**src/inc/emps_consts.vh**
```
`ifndef EMPS_CONSTS_VH
`define EMPS_CONSTS_VH
// Register byte addresses on the AXI4-Lite slave.
`define EMPS_CFGC_ADDR      4'h0
`define EMPS_STATUS_ADDR    4'h4
`define EMPS_STRAPS_ADDR    4'h8
// Configuration register C fields.
`define EMPS_CFGC_AUTO_BIT  4
`define EMPS_CFGC_STP_BIT   6
`define EMPS_CFGC_SWEN_BIT  7
`define EMPS_CFGC_RESET     8'h00
// Status register fields.
`define EMPS_ST_AUI_BIT     0
`define EMPS_ST_STP_BIT     1
`define EMPS_ST_AUTO_BIT    2
`define EMPS_ST_FILT_BIT    3
`define EMPS_ST_THIN_BIT    4
`define EMPS_ST_PEND_BIT    5
`define EMPS_ST_LINK_BIT    6
// Unjab time in microseconds and its length in 50 ns clock cycles.
`define EMPS_UNJAB_US       500
`define EMPS_CLK_MHZ        20
`define EMPS_UNJAB_CYC      (`EMPS_UNJAB_US * `EMPS_CLK_MHZ)
`define EMPS_RESP_OKAY      2'b00
`define EMPS_RESP_SLVERR    2'b10
`endif

```
**src/hdl/emps_media_select.v**
```verilog
// How it works
// [RULE1] Filters are enabled when the filter strap reads high at configuration.
// [RULE2] Unshielded mode is default; shielded comes from strap or bit D6 of C.
// [RULE3] Unshielded mode drives the positive outputs and floats the negatives.
// [RULE4] Shielded mode drives the negative outputs and floats the positives.
// [RULE5] Auto switching comes from the strap or bit D4 of register C.
// [RULE6] With auto switching and no link pulses the port moves to AUI.
// [RULE7] With auto switching on AUI the port returns to TP on link pulses.
// [RULE8] A port change waits until the current packet has finished; the code holds it only under auto switching.
// [RULE9] A jabbering TP transmitter delays the move to AUI past unjab time.
// [RULE10] The thin-coax enable is raised when auto switching selects AUI.
// [RULE11] Software should enable link integrity along with auto switching.
// [RULE12] Software changes register C only while its enable bit is zero.
// [RULE13] Without auto switching the configured port stays fixed.
`include "emps_consts.vh"
module emps_media_select #(
  parameter UNJAB_CYC = `EMPS_UNJAB_CYC
) (
  input  wire        aclk,
  input  wire        aresetn,
  input  wire        filter_strap_pin,
  input  wire        shield_strap_pin,
  input  wire        autoswitch_strap_pin,
  input  wire        aui_strap_pin,
  input  wire        cfg_done,
  input  wire        link_ok,
  input  wire        pkt_busy,
  input  wire        jabber,
  input  wire        tx_data,
  input  wire        tx_dly,
  output reg         tp_tx_pos,
  output reg         tp_tx_pos_oe,
  output reg         tp_tx_neg,
  output reg         tp_tx_neg_oe,
  output reg         tp_txd_pos,
  output reg         tp_txd_pos_oe,
  output reg         tp_txd_neg,
  output reg         tp_txd_neg_oe,
  output reg         filter_en,
  output reg         aui_sel,
  output reg         thin_en,
  input  wire [3:0]  s_axi_awaddr,
  input  wire        s_axi_awvalid,
  output reg         s_axi_awready,
  input  wire [31:0] s_axi_wdata,
  input  wire [3:0]  s_axi_wstrb,
  input  wire        s_axi_wvalid,
  output reg         s_axi_wready,
  output reg  [1:0]  s_axi_bresp,
  output reg         s_axi_bvalid,
  input  wire        s_axi_bready,
  input  wire [3:0]  s_axi_araddr,
  input  wire        s_axi_arvalid,
  output reg         s_axi_arready,
  output reg  [31:0] s_axi_rdata,
  output reg  [1:0]  s_axi_rresp,
  output reg         s_axi_rvalid,
  input  wire        s_axi_rready
);
  reg  [7:0] cfgc_q;
  reg        strap_done_q;
  reg        s_filt_q;
  reg        s_stp_q;
  reg        s_auto_q;
  reg        s_aui_q;
  reg        aui_q;
  reg        aui_d;
  reg        aw_q;
  reg        w_q;
  reg  [3:0] awaddr_q;
  reg  [7:0] wbyte_q;
  reg        wlane_q;
  wire       jab_clear;
  wire       stp;
  wire       auto_en;
  wire       want_aui;
  wire       pend;

  emps_unjab_timer #(
    .UNJAB_CYC (UNJAB_CYC)
  ) u_unjab (
    .aclk      (aclk),
    .aresetn   (aresetn),
    .jabber    (jabber),
    .jab_clear (jab_clear)
  );

  // Straps are caught by a clocked process at the end of configuration,
  // never by the reset itself.
  always @(posedge aclk) begin
    if (!aresetn) begin
      strap_done_q <= 1'b0;
      s_filt_q     <= 1'b0;
      s_stp_q      <= 1'b0;
      s_auto_q     <= 1'b0;
      s_aui_q      <= 1'b0;
    end else if (cfg_done && !strap_done_q) begin
      strap_done_q <= 1'b1;
      s_filt_q     <= filter_strap_pin;      // [RULE1]
      s_stp_q      <= shield_strap_pin;      // [RULE2]
      s_auto_q     <= autoswitch_strap_pin;  // [RULE5]
      s_aui_q      <= aui_strap_pin;
    end
  end

  assign stp     = s_stp_q | cfgc_q[`EMPS_CFGC_STP_BIT];    // [RULE2]
  assign auto_en = s_auto_q | cfgc_q[`EMPS_CFGC_AUTO_BIT];  // [RULE5]
  // Auto selection follows link; TP to AUI also waits for unjab.
  assign want_aui = auto_en ? (aui_q ? !link_ok : (!link_ok && jab_clear))
                            : s_aui_q;                      // [RULE6] [RULE9]
  assign pend = (want_aui != aui_q) && pkt_busy;

  always @* begin
    aui_d = aui_q;
    if (!strap_done_q) begin
      aui_d = aui_q;
    end else if (!auto_en) begin
      aui_d = s_aui_q;                                      // [RULE13]
    end else if (!pkt_busy) begin                           // [RULE8]
      if (aui_q && link_ok) begin
        aui_d = 1'b0;                                       // [RULE7]
      end else if (!aui_q && !link_ok && jab_clear) begin
        aui_d = 1'b1;                                       // [RULE6] [RULE9]
      end
    end
  end

  always @(posedge aclk) begin
    if (!aresetn) begin
      aui_q         <= 1'b0;
      aui_sel       <= 1'b0;
      thin_en       <= 1'b0;
      filter_en     <= 1'b0;
      tp_tx_pos     <= 1'b0;
      tp_tx_neg     <= 1'b0;
      tp_txd_pos    <= 1'b0;
      tp_txd_neg    <= 1'b0;
      tp_tx_pos_oe  <= 1'b0;
      tp_tx_neg_oe  <= 1'b0;
      tp_txd_pos_oe <= 1'b0;
      tp_txd_neg_oe <= 1'b0;
    end else begin
      aui_q         <= aui_d;
      aui_sel       <= aui_d;
      thin_en       <= auto_en & aui_d;                     // [RULE10]
      filter_en     <= s_filt_q;                            // [RULE1]
      tp_tx_pos     <= tx_data;
      tp_tx_neg     <= tx_data;
      tp_txd_pos    <= tx_dly;
      tp_txd_neg    <= tx_dly;
      tp_tx_pos_oe  <= !stp;                                // [RULE3]
      tp_txd_pos_oe <= !stp;                                // [RULE3]
      tp_tx_neg_oe  <= stp;                                 // [RULE4]
      tp_txd_neg_oe <= stp;                                 // [RULE4]
    end
  end

  // AXI4-Lite write path: address and data are taken in either order.
  always @(posedge aclk) begin
    if (!aresetn) begin
      aw_q          <= 1'b0;
      w_q           <= 1'b0;
      awaddr_q      <= 4'h0;
      wbyte_q       <= 8'h00;
      wlane_q       <= 1'b0;
      s_axi_awready <= 1'b1;
      s_axi_wready  <= 1'b1;
      s_axi_bvalid  <= 1'b0;
      s_axi_bresp   <= `EMPS_RESP_OKAY;
      cfgc_q        <= `EMPS_CFGC_RESET;
    end else begin
      if (s_axi_awvalid && s_axi_awready) begin
        aw_q          <= 1'b1;
        awaddr_q      <= s_axi_awaddr;
        s_axi_awready <= 1'b0;
      end
      if (s_axi_wvalid && s_axi_wready) begin
        w_q          <= 1'b1;
        wbyte_q      <= s_axi_wdata[7:0];
        wlane_q      <= s_axi_wstrb[0];
        s_axi_wready <= 1'b0;
      end
      if (aw_q && w_q && !s_axi_bvalid) begin
        aw_q         <= 1'b0;
        w_q          <= 1'b0;
        s_axi_bvalid <= 1'b1;
        if (awaddr_q == `EMPS_CFGC_ADDR) begin
          s_axi_bresp <= `EMPS_RESP_OKAY;
          // Writes other than to the enable bit are dropped while it is
          // set, since software is expected to clear it first.
          if (wlane_q) begin
            if (cfgc_q[`EMPS_CFGC_SWEN_BIT]) begin              // [RULE12]
              cfgc_q[`EMPS_CFGC_SWEN_BIT] <= wbyte_q[`EMPS_CFGC_SWEN_BIT];
            end else begin
              cfgc_q <= wbyte_q;
            end
          end
        end else if (awaddr_q == `EMPS_STATUS_ADDR ||
                     awaddr_q == `EMPS_STRAPS_ADDR) begin
          s_axi_bresp <= `EMPS_RESP_OKAY;
        end else begin
          s_axi_bresp <= `EMPS_RESP_SLVERR;
        end
      end
      if (s_axi_bvalid && s_axi_bready) begin
        s_axi_bvalid  <= 1'b0;
        s_axi_awready <= 1'b1;
        s_axi_wready  <= 1'b1;
      end
    end
  end

  // AXI4-Lite read path, one cycle from address to data.
  always @(posedge aclk) begin
    if (!aresetn) begin
      s_axi_arready <= 1'b1;
      s_axi_rvalid  <= 1'b0;
      s_axi_rdata   <= 32'h00000000;
      s_axi_rresp   <= `EMPS_RESP_OKAY;
    end else if (s_axi_arvalid && s_axi_arready) begin
      s_axi_arready <= 1'b0;
      s_axi_rvalid  <= 1'b1;
      s_axi_rresp   <= `EMPS_RESP_OKAY;
      case (s_axi_araddr)
        `EMPS_CFGC_ADDR: s_axi_rdata <= {24'h000000, cfgc_q};
        `EMPS_STATUS_ADDR: s_axi_rdata <= {25'h0000000, link_ok, pend,
          thin_en, s_filt_q, stp, auto_en, aui_q};
        `EMPS_STRAPS_ADDR: s_axi_rdata <= {27'h0000000, strap_done_q,
          s_aui_q, s_auto_q, s_stp_q, s_filt_q};
        default: begin
          s_axi_rdata <= 32'h00000000;
          s_axi_rresp <= `EMPS_RESP_SLVERR;
        end
      endcase
    end else if (s_axi_rvalid && s_axi_rready) begin
      s_axi_rvalid  <= 1'b0;
      s_axi_arready <= 1'b1;
    end
  end
  // Link integrity (software's duty with auto switching) is seen as link_ok.
endmodule // emps_media_select

```
**src/hdl/emps_unjab_timer.v**
```verilog
`include "emps_consts.vh"
// Reports jab_clear once jabber has stopped and the unjab time has run.
module emps_unjab_timer #(
  parameter UNJAB_CYC = `EMPS_UNJAB_CYC
) (
  input  wire aclk,
  input  wire aresetn,
  input  wire jabber,
  output reg  jab_clear
);
  reg [15:0] cnt_q;

  always @(posedge aclk) begin
    if (!aresetn) begin
      cnt_q     <= 16'h0000;
      jab_clear <= 1'b1;
    end else if (jabber) begin
      cnt_q     <= UNJAB_CYC[15:0];
      jab_clear <= 1'b0;
    end else if (cnt_q != 16'h0000) begin
      cnt_q     <= cnt_q - 16'h0001;
      jab_clear <= 1'b0;
    end else begin
      jab_clear <= 1'b1;
    end
  end
endmodule // emps_unjab_timer

```
**config.mk**
```make
export PLATFORM = sky130hd
export DESIGN_NAME = emps_media_select
export DESIGN_NICKNAME = d
export VERILOG_FILES = /design/src/hdl/emps_media_select.v /design/src/hdl/emps_unjab_timer.v
export VERILOG_INCLUDE_DIRS = /design/src /design/src/inc
export SDC_FILE = /design/constraint.sdc
export NUM_CORES = 1
export LEC_CHECK = 0
export BUFFER_PORTS_ARGS = -buffer_cell sky130_fd_sc_hd__buf_2
export CORE_ASPECT_RATIO = 0.75
export CORE_MARGIN = 2
export CORE_UTILIZATION = 30
export DETAILED_ROUTE_END_ITERATION = 12
export SLEW_MARGIN = 20
export SYNTH_ARGS = -nofsm -noshare
export SYNTH_HDL_FRONTEND = slang
export SYNTH_SLANG_ARGS = --single-unit
export TNS_END_PERCENT = 1
```
**constraint.sdc**
```tcl
create_clock -name aclk -period 2 [get_ports aclk]
set_input_delay 0.4 -clock aclk [delete_from_list [all_inputs] [get_ports aclk]]
set_output_delay 0.4 -clock aclk [all_outputs]
set_load 0.03 [all_outputs]
```
== Word-level counts from Yosys, hierarchy flattened ==
Index checks and enable logic that the tools add are counted.

* Multiplexer cells: 19
* Add/sub/neg operators: 1
* Eq/ne operators: 5
* Reduce and logical (&&, ||, !) cells: 30
* Bitwise logic cells: 5

{| class="wikitable"
|+ Operators by type and width
! operator !! number
|-
| 14-bit two-way mux || 2
|-
| 8-bit case mux with 3 select lines || 1
|-
| 16-bit nonzero test || 1
|-
| 16-bit by 1-bit subtractor with 16-bit output, second input constant || 1
|-
| 1-bit logical AND || 13
|-
| 1-bit two-way mux || 13
|-
| 4-bit by 3-bit == test with 1-bit output, second input constant || 2
|-
| 4-bit == test, second input constant || 2
|-
| 4-bit zero test || 2
|-
| 2-bit two-way mux || 3
|-
| 2-bit OR reduction || 3
|-
| 1-bit zero test || 5
|-
| 4-bit AND reduction || 1
|-
| 2-bit nonzero test || 2
|-
| 3-bit AND reduction || 1
|-
| 3-bit OR reduction || 1
|-
| 1-bit NOT || 2
|-
| 1-bit OR || 2
|-
| 1-bit AND || 1
|-
| 1-bit logical OR || 1
|-
| 1-bit inequality test || 1
|}

* Logic and storage cells: 90
* Input bits: 61
* Bits in registers: 93
* Output and inout bits: 52

== Logic depth before layout (Yosys ltp) ==
* Word-level depth: 9
* Gate-level depth with buffers: 7
* Depth with buffers taken out: 6

== Cells and area by module ==
A second synthesis with hierarchy kept.

* Cell total of the unflattened synthesis: 348
* Area, all modules: 3036.7 sq um

{| class="wikitable"
|+ By module, submodules not included
! module !! area each (sq um) !! cells each !! seq. area each (sq um) !! times used
|-
| emps_media_select || 2159.6 || 244 || 1001.0 || 1
|-
| emps_unjab_timer || 877.1 || 104 || 340.3 || 1
|}

== Least setup slack after synthesis ==
OpenSTA, ideal clock, no wires.

* Path type: flip-flop to flip-flop
* From: register u_unjab.cnt_q[0]
* To: register u_unjab.cnt_q[3]
* Data arrival time: 1.632 ns
* Buffers on the path: 1
* Cell stages (with the launch flop): 8
* Data required time: 1.928 ns
* Period minus slack after synthesis: 1.704 ns
* Slack: 0.296 ns
* Library setup time: 0.072 ns
* Cell sequence: dfxtp_1 inv_1 ha_1 or3b_1 nor3_2 buf_6 a2111oi_0 mux2i_1

* Word-level cells in the longest chain between the ends: 1
* Elaborated cells between the ends (all ways): 2
* Classes of those cells: 1 x add/sub; 1 x reduce/logical

{| class="wikitable"
|+ Ends and longest elaborated chain
! what !! RTL line !! text
|-
| start: declaration || emps_unjab_timer.v:11 || <nowiki>reg [15:0] cnt_q;</nowiki>
|-
| start signal: assignment || emps_unjab_timer.v:18 || <nowiki>cnt_q <= UNJAB_CYC[15:0];</nowiki>
|-
| start signal: assignment || emps_unjab_timer.v:21 || <nowiki>cnt_q <= cnt_q - 16'h0001;</nowiki>
|-
| 16-bit by 1-bit subtractor with 16-bit output / 16-bit nonzero test (equally long branches) || emps_unjab_timer.v:21, emps_unjab_timer.v:20 ||
|}

Several ways; a longest one is shown, not always the timed one.
A chain may end at the register's enable or synchronous reset.

== Worst setup path in the final report ==
* From: register u_unjab.cnt_q[0]
* To: register u_unjab.cnt_q[9]

* Word-level cells in the longest chain between the ends: 3
* Elaborated cells between the ends (all ways): 5
* Classes of those cells: 1 x add/sub; 2 x mux; 2 x reduce/logical

{| class="wikitable"
|+ Ends and longest elaborated chain
! what !! RTL line !! text
|-
| 16-bit by 1-bit subtractor with 16-bit output || emps_unjab_timer.v:21 ||
|-
| 14-bit two-way mux || emps_unjab_timer.v:20 || <nowiki>end else if (cnt_q != 16'h0000) begin</nowiki>
|-
| 14-bit two-way mux || emps_unjab_timer.v:17 || <nowiki>end else if (jabber) begin</nowiki>
|}

Several ways; a longest one is shown, not always the timed one. The select of a mux whose other input is x is not followed.

==> metrics.md <==
| Metric | Value |
|---|---|
| Async S/R FF share, synth | `0%` |
| Final Hold Violating Endpoints | `0` |
| Post-CTS setup buffers | `0` |
| Hold slack | `0.275 ns` |
| Cell Pwr Density | `961 nW/um^2` |
| # diodes | `0` |
| Clock share of power | `42.7%` |
| Power consumption | `3.59 mW` |
| DR iter-0 viols | `149` |
| Crit path arrival time | `2.14 ns` |
| Critical R2R Capture | `u_unjab.cnt_q[9]` |
| Pint | `2.60 mW` |
| Switch share | `27.5%` |
| Initial antenna violation count | `0` |
| Final setup fails | `0` |
| Crit. End Element | `register` |
| Width of the die | `121 um` |
| CTS tree | `yes` |
| PostCTS Resize Cnt | `0` |
| Routability cong. | `0.845` |
| Post-synth EDFFs | `0` |
| FF-to-FF path depth | `7` |
| First-pass GRT wire length | `11600 um` |
| Setup TNS | `0 ns` |
| Max rail drop VDD | `0.000396 V` |
| DR vias | `2584` |
| Final nets | `473` |
| Status | `completed` |
| Final Critical Period | `1.92 ns` |
| Initial Util | `30.4%` |
| Avg WL per Cell | `13.2 um` |
| Number of buffers created by CTS | `9` |
| Mapped cell area | `3100 sq um` |
| Register area | `1340 sq um` |
| Yosys cell types | `54` |
| Drt drc | `0` |
| Commonest cells after routing, fill and taps aside | `dfxtp_1, buf_2, nand2_1, nor2_1, a21oi_1` |
| RSZ-0062 raised after global routing | `no` |
| Area grow syn2layout | `20.7%` |
| DR vias/cell | `4.70` |
| WP data required | `2.22 ns` |
| Grt total ovfl | `0` |
| Core Box Area | `10200 sq um` |
| Vias in the first global route | `2352` |
| # hold bufs at CTS | `0` |
| Die area | `11200 sq um` |
| CTS HTree Levels | `3` |
| Synthesized instance count | `350` |
| Reg clk slew, reported paths | `0.06 ns` |
| Worst-path fanout max | `4` |
| Min setup slack post-route | `0.0759 ns` |
| Area occupied by multi-input gates | `1540 sq um` |
| Period utilization | `96.2%` |
| Worst R2R Setup Slack | `0.08 ns` |
| Antenna viol nets, final | `0` |
| Top post-synthesis cells by area | `dfxtp_1, buf_4, mux2i_1` |
| Reg2Reg Launch Point | `u_unjab.cnt_q[0]` |
| DR pass1 iterations | `4` |
| Slowest CP cell | `or3b_1` |
| Switching Power | `0.989 mW` |
| Slew Limit Fails | `0` |
| F_max | `520 MHz` |
| Reg power frac | `41.3%` |
| Worst Hold Class | `in2reg` |
| Hold Path Cell Cnt | `2` |
| Cell Chain, Critical Path | `inv_1, ha_1, or3b_1, nor3_2, buf_4, nor2_1, o31a_1` |
| WS Path Type | `reg2reg` |
| Die span in y | `92.0 um` |
| Fill count | `1063` |
| Io pins | `113` |
| Clock tree sinks | `67` |
| Synth area leader | `dfxtp_1` |
| Clock Path Buffers | `2` |
| Clock Skew | `0.00652 ns` |
| Min-Delay Endpoint | `tp_txd_neg` |
| Post-synth top area share | `43.3%` |
| Syn avg cell area | `8.84 sq um` |
| Hold Startpoint | `tx_dly` |
| Final WL | `7280 um` |
| Clk_lat worst skew | `0.33 ns` |
| Worst stage delay on the critical path | `0.39 ns` |
| #FFs+latches synth | `67` |
| DPL Wire Length | `5410 um` |
| Max Cap Violations | `0` |
| Register area share after synthesis | `43.3%` |
| Worst slew pin tran | `0.700 ns` |
| Setup WS pre-CTS | `0.114 ns` |
| Std-Cell Rows | `32` |
| Fin util | `36.7%` |
| Synth Flop Type | `dfxtp_1` |
| Largest net degree at the start of global routing | `42` |
| CTS root buf | `clkbuf_16` |
| GR Util All Layers | `13.6%` |
| Relative slew margins | `52.9%` |
| Combinational share of power | `16.0%` |
| Lkg Pwr | `1.56 nW` |
| Critical path startpoint category | `register` |
| Ratio of cells with drive above 1 in the final layout | `23.7%` |
| Leading cell type in the layout, fill and taps excluded | `dfxtp_1` |
| Input/output buffers | `59` |
| YS warnings | `0` |
-- cells by family (layout without fill, tap and decap cells) --
kind of cell               after synthesis  in the layout  share of synthesized area [%]
and+or+nand+nor                        134            134                           22.5
AOI/OAI and AO/OA                       71             71                           15.5
DFF                                     67             67                           43.3
buffers and inverters                   51             90                           10.1
muxes                                   23             23                           7.48
xor gates and xnor gates                 2              2                          0.566
adders and majority gates                1              1                          0.404
other                                    1             26                          0.121
-- worst max-delay path by stage --
stage	startpoint	end	slack [ns]	cells past startpoint
final	u_unjab.cnt_q[0]	u_unjab.cnt_q[9]	0.08	7
after floorplan	u_unjab.cnt_q[0]	u_unjab.cnt_q[3]	0.30	7
after detailed placement	u_unjab.cnt_q[0]	u_unjab.cnt_q[9]	0.11	7
after CTS	u_unjab.cnt_q[0]	u_unjab.cnt_q[9]	0.1	7
after global routing	u_unjab.cnt_q[0]	u_unjab.cnt_q[9]	0.01	7
after global placement	u_unjab.cnt_q[0]	u_unjab.cnt_q[9]	0.14	7
-- layer usage --
metal | vias up | track usage (%) | routed length (um)
met1 | 1194 | 18.8 | 3620
li1 | 1298 | - | -
met3 | 9 | 4.60 | 527
met5 | - | 0 | 0
met4 | 0 | 5.65 | 95
met2 | 83 | 19.3 | 3040
-- critical path, delay by kind of cell, from the launching register on --
kind / cells / cell delay [ns]
AND/OR/NAND/NOR: 3 / 0.73
flip-flops: 1 / 0.34
buffers and inverters: 2 / 0.27
AO/OA/AOI/OAI: 1 / 0.26
adder cells (fa/ha/maj): 1 / 0.21
-- power by group through the flow --
stage,logic [mW],clock network [mW],registers (mW)
2_1_floorplan,0.437,0,1.52
3_3_place_gp,0.562,0,1.51
3_5_place_dp,0.570,0,1.51
4_1_cts,0.573,1.57,1.48
5_1_grt,0.627,1.62,1.49
6_report,0.573,1.53,1.48
-- cells in the mapped netlist, drive strengths merged, types with 4 or more instances --
master	number
a21oi	28
a22oi	6
and2	6
buf	33
clkbuf	10
dfxtp	67
inv	8
mux2i	22
nand2	38
nand2b	4
nand3	7
nand4	4
nor2	38
nor2b	4
nor3	10
nor4	6
o21ai	11
or3	8
-- metrics by stage --
step / area (sq um) / cells
4_1_cts: 3740 / 550
3_3_place_gp: 3450 / 536
2_1_floorplan: 3190 / 375
6_report: 3740 / 550
5_1_grt: 3740 / 550
3_5_place_dp: 3450 / 536
-- cell type report --
type,count,area share [%]
multi-input combinational,257,41.1
sequential,67,35.9
timing repair buffer,68,10.0
clock buffer,11,6.50
tap,136,4.55
clock inverter,3,1.07
inverter,8,0.804
-- state kept, by name, summed over array words and instances, names as in the netlist, 4 cells and up --
name / count
cfgc_q: 8
wbyte_q: 8
u_unjab.cnt_q: 16
s_axi_rdata: 8
awaddr_q: 4
No activity file was read; power rests on OpenSTA's default activity.
